`src/logic/sert_pkg.sv`:
```
/*
 * Constants, bit layouts and command codes of the status event tree.
 * Assumes a message parser outside turns program messages into one
 * command code plus a binary integer, and formats answers as decimal.
 */
package sert_pkg;

    // Register width and reset value of every enable mask
    localparam int REG_W = 16;
    localparam logic [15:0] MASK_RST = 16'h0000;

    // Operation in progress status bit positions
    localparam int OP_RECALL_BIT = 11;
    localparam int OP_FAIL_BIT = 10;
    localparam int OP_PHASE_BIT = 9;
    localparam int OP_OUTPUT_BIT = 8;
    localparam int OP_RANGE_BIT = 2;

    // Grouped event summary bit positions
    localparam int XE_W = 4;
    localparam int XE_WARN_BIT = 3;
    localparam int XE_OPER_BIT = 2;
    localparam int XE_FAIL_BIT = 1;
    localparam int XE_OVL_BIT = 0;

    // Warning event bit positions
    localparam int WN_MONITOR_BIT = 14;
    localparam int WN_MEAS_PHASE_BIT = 11;
    localparam int WN_AC_PHASE_BIT = 9;
    localparam int WN_SYNC_BIT = 3;
    localparam int WN_PHASE_MODE_BIT = 2;
    localparam int WN_OUT_OFF_BIT = 1;
    localparam int WN_PWR_OFF_BIT = 0;

    // Status byte positions of the two summaries made here
    localparam int SB_W = 8;
    localparam int SB_OPER_BIT = 7;
    localparam int SB_GROUP_BIT = 1;

    // Commands decoded from program messages
    typedef enum logic [3:0] {
        CMD_IDLE = 4'h0,
        CMD_QUERY_OPERATION_STATUS = 4'h1,
        CMD_SET_OPERATION_MASK = 4'h2,
        CMD_QUERY_OPERATION_MASK = 4'h3,
        CMD_QUERY_GROUPED_EVENTS = 4'h4,
        CMD_SET_GROUPED_EVENT_MASK = 4'h5,
        CMD_QUERY_GROUPED_EVENT_MASK = 4'h6,
        CMD_QUERY_WARNING_EVENTS = 4'h7,
        CMD_SET_WARNING_MASK = 4'h8,
        CMD_QUERY_WARNING_MASK = 4'h9,
        CMD_CLEAR_STATUS = 4'hA
    } sert_cmd_t;

endpackage

```
`src/logic/sert_edge_latch.sv`:
```
/*
 * Sticky event bits set on a rising source, cleared by a strobe.
 * Assumes sources and clears come from logic on the same clock.
 */
`timescale 1ns/1ns
module sert_edge_latch #(
    parameter int W = 16
) (
    input wire logic clk_in,
    input wire logic rst_n_in,
    input wire logic [W-1:0] src_in,
    input wire logic [W-1:0] clr_in,
    output logic [W-1:0] bits_out
);
    logic [W-1:0] prev_q;
    logic [W-1:0] bits_q;
    logic [W-1:0] bits_d;

    // Width must hold at least one bit
    if (W < 1) begin : g_bad_w
        $error("sert_edge_latch: W must be at least 1");
    end

    // Only a fresh rise sets; a held level never re-arms a cleared bit
    always_comb begin
        bits_d = (src_in & ~prev_q) | (bits_q & ~clr_in); // [RULE18]
    end

    // Previous source level for edge detection
    always_ff @(posedge clk_in or negedge rst_n_in) begin
        if (!rst_n_in) begin
            prev_q <= '0;
        end else begin
            prev_q <= src_in;
        end
    end

    // Event storage; set term wins over a coincident clear
    always_ff @(posedge clk_in or negedge rst_n_in) begin
        if (!rst_n_in) begin
            bits_q <= '0;
        end else begin
            bits_q <= bits_d;
        end
    end

    assign bits_out = bits_q;
endmodule // sert_edge_latch

```
`src/logic/sert_status_tree.sv`:
```
/*
 * Status event tree: operation status, grouped events and warning
 * events with their enable masks, and two status byte summaries.
 * Assumes a parser outside presents one decoded command per cycle and
 * that all condition inputs come from logic on clk_in.
 */
// Behaviour
// [RULE1] Operation status bits follow their activity conditions only.
// [RULE2] Operation bits 11,10,9,8,2 used; all others read zero.
// [RULE3] Operation summary high when any status bit and its mask match.
// [RULE4] Masks reset to zero and are written and read as one integer.
// [RULE5] Grouped event bit set only when its source OR rises.
// [RULE6] A register read clears only its own grouped event bit.
// [RULE7] Clear status empties grouped and warning event registers.
// [RULE8] Grouped bits: 3 warning, 2 operation, 1 fail, 0 overload.
// [RULE9] Grouped summary high when any grouped bit and its mask match.
// [RULE10] Warning query returns contents, then clears all warning bits.
// [RULE11] Enabled warning bits feed grouped event bit three.
// [RULE12] Warning bits 14,11,9,3,2 latch on their phase and sync events.
// [RULE13] Warning bit 1 on protective output off, bit 0 on power cut.
// [RULE14] Every query answers with the register value as an integer.
// [RULE15] Host uses distinct query and setting messages per register.
// [RULE16] Operation summary sits at status byte bit 7.
// [RULE17] Grouped summary sits at status byte bit 1.
// [RULE18] Summaries combinational from registers; set beats clear.
`timescale 1ns/1ns
module sert_status_tree #(
    parameter int REG_W = sert_pkg::REG_W
) (
    input wire logic clk_in,
    input wire logic rst_n_in,
    input wire logic cmd_valid_in,
    input wire sert_pkg::sert_cmd_t cmd_code_in,
    input wire logic [15:0] cmd_data_in,
    output logic rsp_valid_out,
    output logic [15:0] rsp_data_out,
    input wire logic recall_busy_in,
    input wire logic fail_cause_in,
    input wire logic phase_switch_busy_in,
    input wire logic output_switch_busy_in,
    input wire logic range_switch_busy_in,
    input wire logic monitor_reset_in,
    input wire logic meas_phase_revert_in,
    input wire logic ac_phase_volt_in,
    input wire logic sync_release_in,
    input wire logic phase_mode_switched_in,
    input wire logic prot_output_off_in,
    input wire logic prot_power_off_in,
    input wire logic oper_event_any_in,
    input wire logic fail_event_any_in,
    input wire logic ovl_event_any_in,
    input wire logic oper_event_read_in,
    input wire logic fail_event_read_in,
    input wire logic ovl_event_read_in,
    output logic operation_summary_bit_out,
    output logic grouped_event_summary_bit_out,
    output logic [7:0] status_byte_part_out
);
    import sert_pkg::*;

    // Bit 14 is the highest position this tree must hold
    if (REG_W != 16) begin : g_bad_w
        $error("sert_status_tree: REG_W must be 16");
    end

    // True when any bit is set in both words
    function automatic logic masked_any(input logic [15:0] bits,
                                        input logic [15:0] mask);
        masked_any = |(bits & mask);
    endfunction

    logic [15:0] op_map;
    logic [15:0] op_status_q;
    logic [15:0] op_mask_q;
    logic [15:0] grp_mask_q;
    logic [15:0] warn_mask_q;
    logic [15:0] warn_raw;
    logic [15:0] warn_bits;
    logic [15:0] warn_clr;
    logic [XE_W-1:0] grp_src;
    logic [XE_W-1:0] grp_clr;
    logic [XE_W-1:0] grp_bits;
    logic [15:0] grp_word;
    logic warn_src_any;
    logic is_cls;
    logic is_warn_read;
    logic rsp_valid_q;
    logic [15:0] rsp_data_q;
    logic [15:0] rsp_data_d;
    logic rsp_hit;

    // Command strobes
    assign is_cls = cmd_valid_in && (cmd_code_in == CMD_CLEAR_STATUS);
    assign is_warn_read = cmd_valid_in
        && (cmd_code_in == CMD_QUERY_WARNING_EVENTS);

    // Activity conditions onto their status positions
    always_comb begin
        op_map = 16'h0000; // [RULE2]
        op_map[OP_RECALL_BIT] = recall_busy_in;
        op_map[OP_FAIL_BIT] = fail_cause_in;
        op_map[OP_PHASE_BIT] = phase_switch_busy_in;
        op_map[OP_OUTPUT_BIT] = output_switch_busy_in;
        op_map[OP_RANGE_BIT] = range_switch_busy_in;
    end

    // Status is a plain copy; no command can clear it
    always_ff @(posedge clk_in or negedge rst_n_in) begin
        if (!rst_n_in) begin
            op_status_q <= 16'h0000;
        end else begin
            op_status_q <= op_map; // [RULE1]
        end
    end

    // Operation mask takes the whole written integer
    always_ff @(posedge clk_in or negedge rst_n_in) begin
        if (!rst_n_in) begin
            op_mask_q <= MASK_RST; // [RULE4]
        end else if (cmd_valid_in
                     && cmd_code_in == CMD_SET_OPERATION_MASK) begin
            op_mask_q <= cmd_data_in; // [RULE4]
        end
    end

    // Grouped event mask
    always_ff @(posedge clk_in or negedge rst_n_in) begin
        if (!rst_n_in) begin
            grp_mask_q <= MASK_RST; // [RULE4]
        end else if (cmd_valid_in
                     && cmd_code_in == CMD_SET_GROUPED_EVENT_MASK) begin
            grp_mask_q <= cmd_data_in; // [RULE4]
        end
    end

    // Warning event mask
    always_ff @(posedge clk_in or negedge rst_n_in) begin
        if (!rst_n_in) begin
            warn_mask_q <= MASK_RST; // [RULE4]
        end else if (cmd_valid_in
                     && cmd_code_in == CMD_SET_WARNING_MASK) begin
            warn_mask_q <= cmd_data_in; // [RULE4]
        end
    end

    // Warning causes onto their positions; unused bits stay low
    always_comb begin
        warn_raw = 16'h0000;
        warn_raw[WN_MONITOR_BIT] = monitor_reset_in; // [RULE12]
        warn_raw[WN_MEAS_PHASE_BIT] = meas_phase_revert_in; // [RULE12]
        warn_raw[WN_AC_PHASE_BIT] = ac_phase_volt_in; // [RULE12]
        warn_raw[WN_SYNC_BIT] = sync_release_in; // [RULE12]
        warn_raw[WN_PHASE_MODE_BIT] = phase_mode_switched_in; // [RULE12]
        warn_raw[WN_OUT_OFF_BIT] = prot_output_off_in; // [RULE13]
        warn_raw[WN_PWR_OFF_BIT] = prot_power_off_in; // [RULE13]
    end

    // Read or clear status empties the whole warning register
    assign warn_clr = {16{is_warn_read | is_cls}}; // [RULE10] [RULE7]

    // Warning latch: a cause held high latches once, not repeatedly
    sert_edge_latch #(
        .W(16)
    ) u_warn (
        .clk_in(clk_in),
        .rst_n_in(rst_n_in),
        .src_in(warn_raw),
        .clr_in(warn_clr),
        .bits_out(warn_bits)
    );

    // Enabled warnings summarise into grouped bit three
    assign warn_src_any = masked_any(warn_bits, warn_mask_q); // [RULE11]

    // Grouped sources and per-register clears
    always_comb begin
        grp_src = '0;
        grp_clr = '0;
        grp_src[XE_WARN_BIT] = warn_src_any; // [RULE8]
        grp_src[XE_OPER_BIT] = oper_event_any_in; // [RULE8]
        grp_src[XE_FAIL_BIT] = fail_event_any_in; // [RULE8]
        grp_src[XE_OVL_BIT] = ovl_event_any_in; // [RULE8]
        grp_clr[XE_WARN_BIT] = is_warn_read | is_cls; // [RULE6] [RULE7]
        grp_clr[XE_OPER_BIT] = oper_event_read_in | is_cls; // [RULE6]
        grp_clr[XE_FAIL_BIT] = fail_event_read_in | is_cls; // [RULE6]
        grp_clr[XE_OVL_BIT] = ovl_event_read_in | is_cls; // [RULE6]
    end

    // Grouped bits set on a rising OR, set beats clear
    sert_edge_latch #(
        .W(XE_W)
    ) u_grp ( // [RULE5] [RULE18]
        .clk_in(clk_in),
        .rst_n_in(rst_n_in),
        .src_in(grp_src),
        .clr_in(grp_clr),
        .bits_out(grp_bits)
    );

    // Bits 4 to 15 of the grouped register read zero
    assign grp_word = {{(16 - XE_W){1'b0}}, grp_bits}; // [RULE8]

    // Summaries straight from stored bits and masks
    assign operation_summary_bit_out =
        masked_any(op_status_q, op_mask_q); // [RULE3] [RULE18]
    assign grouped_event_summary_bit_out =
        masked_any(grp_word, grp_mask_q); // [RULE9] [RULE18]

    // Status byte slice; other positions belong to other logic
    always_comb begin
        status_byte_part_out = 8'h00;
        status_byte_part_out[SB_OPER_BIT] =
            operation_summary_bit_out; // [RULE16]
        status_byte_part_out[SB_GROUP_BIT] =
            grouped_event_summary_bit_out; // [RULE17]
    end

    // Query decode; values are binary integers for decimal formatting
    always_comb begin
        rsp_hit = 1'b1;
        rsp_data_d = 16'h0000;
        case (cmd_code_in)
            CMD_QUERY_OPERATION_STATUS: rsp_data_d = op_status_q; // [RULE14]
            CMD_QUERY_OPERATION_MASK: rsp_data_d = op_mask_q;
            CMD_QUERY_GROUPED_EVENTS: rsp_data_d = grp_word;
            CMD_QUERY_GROUPED_EVENT_MASK: rsp_data_d = grp_mask_q;
            CMD_QUERY_WARNING_EVENTS: rsp_data_d = warn_bits; // [RULE10]
            CMD_QUERY_WARNING_MASK: rsp_data_d = warn_mask_q;
            default: rsp_hit = 1'b0;
        endcase
    end

    // Answer one cycle after the query; pre-clear contents are sampled
    always_ff @(posedge clk_in or negedge rst_n_in) begin
        if (!rst_n_in) begin
            rsp_valid_q <= 1'b0;
        end else begin
            rsp_valid_q <= cmd_valid_in && rsp_hit; // [RULE14]
        end
    end

    // Answer data holds until the next query replaces it
    always_ff @(posedge clk_in or negedge rst_n_in) begin
        if (!rst_n_in) begin
            rsp_data_q <= 16'h0000;
        end else if (cmd_valid_in && rsp_hit) begin
            rsp_data_q <= rsp_data_d; // [RULE14]
        end
    end

    assign rsp_valid_out = rsp_valid_q;
    assign rsp_data_out = rsp_data_q;
endmodule // sert_status_tree

```
`config.mk`:
```
export PLATFORM = sky130hd
export DESIGN_NAME = sert_status_tree
export DESIGN_NICKNAME = d
export VERILOG_FILES = /design/src/logic/sert_pkg.sv /design/src/logic/sert_edge_latch.sv /design/src/logic/sert_status_tree.sv
export SDC_FILE = /design/constraint.sdc
export NUM_CORES = 1
export LEC_CHECK = 0
export ABC_AREA = 1
export CAP_MARGIN = 40
export CORE_MARGIN = 3
export CORE_UTILIZATION = 40
export CTS_BUF_LIST = sky130_fd_sc_hd__clkbuf_4 sky130_fd_sc_hd__clkbuf_8 sky130_fd_sc_hd__clkbuf_16
export CTS_CLUSTER_DIAMETER = 150
export DETAILED_ROUTE_END_ITERATION = 6
export DONT_BUFFER_PORTS = 1
export PLACE_DENSITY = 0.57
export RECOVER_POWER = 50
export SLEW_MARGIN = 20
export SYNTH_ARGS = -nofsm -noshare
export SYNTH_HDL_FRONTEND = slang
export SYNTH_HIERARCHICAL = 1
export SYNTH_SLANG_ARGS = --single-unit
```
`constraint.sdc`:
```
create_clock -name clk_in -period 1.1 [get_ports clk_in]
set_input_delay 0 -clock clk_in [delete_from_list [all_inputs] [get_ports clk_in]]
set_output_delay 0 -clock clk_in [all_outputs]
set_load 0.005 [all_outputs]
```
==> reports/results.txt <==
The repair_antennas step left the layout with diodes totalling 0. For the worst-skew pair, the clock arrives at the later sink with an insertion delay of 350 ps. The sum of internal, switching and leakage power is 9.99 mW.

The floorplan step defined a core boundary enclosing 0.0115 mm². The cell type contributing the most total cell area after synthesis is sky130_fd_sc_hd__dfrtp_1. After clock tree synthesis, the clock-pin slew on the worst setup and hold paths is 70 ps. The run gives 9 as the number of buffers added by the clock tree synthesis step.

The share of the clock period used by the worst path after layout is 107%, and the number of buffers on the longest clock path is 2. The tools report the initial detailed-routing violation count as 251. Measured along the y axis, the die boundary spans 115 µm. For the I/O pin count, the log shows 68. The setup slack on the worst flop-to-flop path was -30 ps. The power per standard cell area is 1690 mW/mm². The source of the critical timing path was op_status_q[8]$_DFF_PN0_. The critical path class is flop to output port. For this run, the register share of the synthesized area comes to 57.8%. The tools report the worst hold slack as -661 ps. The leakage power total is 3.11 nW. In this run the mean area of a mapped cell was 8.02 µm².

The library cell contributing the largest single delay on the critical path was sky130_fd_sc_hd__dfrtp_1. In this run the worst setup path terminates at status_byte_part_out[7]. The smallest clock period supported by the final layout is computed as 1180 ps. The hold violation total from the final report was 110. The run gives 25.9% as the global-route met1 utilization. The die covers 0.0133 mm².

Yosys printed 6 warnings. For the effective utilization at floorplan, the log shows 41.4%. The share of synthesized flip-flops with an asynchronous set or reset works out to 100%. The number of flops mapped to enable cells by yosys was 0. From synthesis to final layout, the design area changed by 24.2%. The die width was 115 µm. After global routing the overflow that remains totals 0.

The category of cells accounting for the largest share of critical-path delay is flip-flops. The first-pass iteration count of the detailed router was 4; the maximum number of pins on one net before global-route repair was 111. In the post-synthesis netlist, the biggest area contributors are sky130_fd_sc_hd__dfrtp_1 58%, sky130_fd_sc_hd__nand2_1 20%, sky130_fd_sc_hd__inv_1 6.1%.

Area share of fa/ha/maj cells after synthesis: 0%. The endpoint identified for the worst register-to-register timing path is rsp_data_out[2]$_DFFE_PN0P_. The area of the multi-input gates was 0.00170 mm². Setup repair after global routing could not meet its margin everywhere. Of all nets on the critical path, the largest fanout is 2. For this design, the sink count on the clock tree is 110. For met3 alone, demand over resource in global routing was 5.16%. Data on the critical path is required at its endpoint by 1100 ps. In this run the worst hold path is classified as input port to async pin. The detailed-route wire length was 11100 µm.

The flow ran to the end, but the final reports show violations. The area share of the largest cell type after synthesis was 57.8%; the estimated wirelength of the detail-placed design was 7470 µm. Once layout is done, the placed cells without fillers occupy 0.00592 mm².

The main combinational cell family by area after synthesis was simple AND/OR/NAND/NOR gates. The final-stage net count came out at 712. Across the routed clock network, the largest skew measured is 8.29 ps. The netlist uses 18 different library cells. The synthesized design contains 110 register bits. On the worst path, the slowest cell contributes a delay of 390 ps. Of the post-synthesis cell area, the part taken by muxes is 0%. The detail-routed net length per standard cell came out at 13.6 µm.

The number of gates on the worst path with buffers counted was 4. The detail route stage leaves a number of antenna-violating nets equal to 0. The most numerous cell in the Yosys netlist was sky130_fd_sc_hd__nand2_1.

The critical path goes through nand2_1 > nand2_1 > a221oi_2 > nand2_2. Counting cells, the worst reg-to-reg path comes to 8. After detailed routing, the number of remaining DRC violations is 0. The total global routing track utilization was 18.2%. Synthesis handed over a netlist of 594 instances.

Cells fill 51.4% of the core in the end. The run gives 3636 as the number of global-route vias before repair. The commonest cells after synthesis are 254 x sky130_fd_sc_hd__nand2_1, 110 x sky130_fd_sc_hd__dfrtp_1, 78 x sky130_fd_sc_hd__inv_1. The run gives 0 as the initial antenna violation count.

Summing every instance area after synthesis gives 0.00476 mm². STA classifies the critical path startpoint as a flop. The least setup slack across all paths after layout was -78.7 ps; the count of filler cells inserted in the layout was 1137. Based on the critical path, the design can be clocked at up to 0.848 GHz. Of the total synthesized cell area, the portion taken by XOR and XNOR cells is 0%. Total number of H-tree levels: 3. TritonCTS built the clock tree. In this run the most used layer during global routing was met2.

By instance count, the cell type seen most on the critical path is sky130_fd_sc_hd__nand2_1. Most used flip-flop cell after synthesis: sky130_fd_sc_hd__dfrtp_1. STA puts the critical path data arrival time at 1180 ps. The first global-routing pass estimated 18400 µm of wire.

The cell sitting at the root of the clock tree is a sky130_fd_sc_hd__clkbuf_16. The routed layout has 3713 vias. The max-slew violation count is 0, and the share of synthesized cell area in and, or, nand and nor gates is 27.4%. Setup violations remaining at the end of the flow were counted as 3. The count of buffers added on input and output ports is 0.

Dividing the detail-routed via count by the number of cells gives 4.53. Kind of end point of the critical path: an output port. For the total of max-cap violations, the log shows 0. The floorplan has 39 rows. Summing the areas of all compound-gate instances in the mapped netlist gives 5.70% of the synthesized area.

Registers take 0.00275 mm². The checks that failed: negative hold slack, negative setup slack. For the weighted congestion at the end of routability-driven global placement, the log shows 0.862.

The area after detailed placement was 0.00516 mm². The worst register-to-register path begins at op_mask_q[2]$_DFFE_PN0P_. The number of hold buffers added after CTS was 35. For met2 alone, demand over resource in global routing was 27.1%. For the worst slack at placement, the log shows -67.0 ps.

The number of buffer and inverter instances along the worst setup path is 0. The peak supply drop was 0.764 mV. Fraction of final layout cells sized beyond drive strength 1: 9.02%.
[power by group]
group / leakage, nW / switching (mW) / internal (mW)
Sequential: 1.31 / 0.405 / 4.64
Clock: 0.169 / 1.40 / 2.20
Combinational: 1.63 / 0.690 / 0.642
Total: 3.11 / 2.50 / 7.49
[cell usage in the layout (no fill, tap or decap), types with 2 or more instances in the layout]
master,instances
sky130_fd_sc_hd__a221oi_2,3
sky130_fd_sc_hd__clkbuf_16,9
sky130_fd_sc_hd__nand4_1,11
sky130_fd_sc_hd__buf_6,3
sky130_fd_sc_hd__nor2_1,36
sky130_fd_sc_hd__bufinv_16,2
sky130_fd_sc_hd__inv_1,78
sky130_fd_sc_hd__buf_4,24
sky130_fd_sc_hd__conb_1,24
sky130_fd_sc_hd__nand3_1,22
sky130_fd_sc_hd__a21oi_1,14
sky130_fd_sc_hd__nand2_1,251
sky130_fd_sc_hd__nor2_2,3
sky130_fd_sc_hd__buf_12,4
sky130_fd_sc_hd__dfrtp_1,109
sky130_fd_sc_hd__o21ai_0,35
sky130_fd_sc_hd__nand2_2,4
sky130_fd_sc_hd__clkbuf_8,3
sky130_fd_sc_hd__dlygate4sd3_1,35
[per-stage QoR]
step	TNS (ps)	std cells
floorplan	0	617
global route	-569	819
finish	-186	819
global placement	-47.3	764
detailed placement	-67.0	764
CTS	-199	816
[cell type report]
| class | instances | share of cell area, % |
|---|---|---|
| multi-input combinational | 405 | 28.8 |
| sequential | 110 | 46.5 |
| tap | 143 | 3.02 |
| clock inverter | 3 | 1.10 |
| inverter | 79 | 5.05 |
| clock buffer | 13 | 4.63 |
| timing repair buffer | 66 | 10.9 |
[flip-flops by register name, summed over array words and instances, names as in the netlist]
name	cells
warn_mask_q	16
u_grp/bits_out	4
grp_mask_q	16
u_grp/prev_q	4
op_status_q	5
u_warn/bits_out	16
rsp_valid_out	1
u_warn/prev_q	16
op_mask_q	16
rsp_data_out	16
[worst reg2reg max path, stage by stage, from the launching register on]
cell and delay (ps):
sky130_fd_sc_hd__dfrtp_1 380, sky130_fd_sc_hd__buf_4 130, sky130_fd_sc_hd__buf_4 120, sky130_fd_sc_hd__nand3_1 70, sky130_fd_sc_hd__nand2_1 50, sky130_fd_sc_hd__nor2_1 100
sky130_fd_sc_hd__nand2_1 60, sky130_fd_sc_hd__nand2_1 60, sky130_fd_sc_hd__nand2_1 50
[per-layer routing]
metal / wire length, µm / part of all wire, %
met1: 5470 / 49
met2: 4800 / 43
met3: 622 / 5.6
met4: 208 / 1.9
met5: 0 / 0
[cells by family after synthesis]
family                 after synthesis
and+or+nand+nor                    329
buffers and inverters              102
other                                1
DFF                                110
AOI/OAI and AO/OA                   52
[what timing repair did]
item | 4_1_cts | 5_1_grt
cloned | 0 | 0
pin swaps | 4 | 10
buffers inserted | 2 | 3
setup endpoints to repair | 5 | 5
hold endpoints to repair | 188 | 110
gates resized for setup | 3 | 7
[worst min-delay path by stage]
stage | start | end | slack [ps] | cells after the start
2_1_floorplan | rst_n_in | grp_mask_q[0]$_DFFE_PN0P_ | -300 | 0
3_3_place_gp | rst_n_in | rsp_data_out[7]$_DFFE_PN0P_ | -290 | 0
3_5_place_dp | rst_n_in | rsp_valid_out$_DFF_PN0_ | -290 | 0
4_1_cts | rst_n_in | u_grp/prev_q[1]$_DFF_PN0_ | -670 | 0
5_1_grt | rst_n_in | grp_mask_q[5]$_DFFE_PN0P_ | -680 | 0
6_report | rst_n_in | op_mask_q[6]$_DFFE_PN0P_ | -660 | 0
No activity file was read; power rests on OpenSTA's default activity.
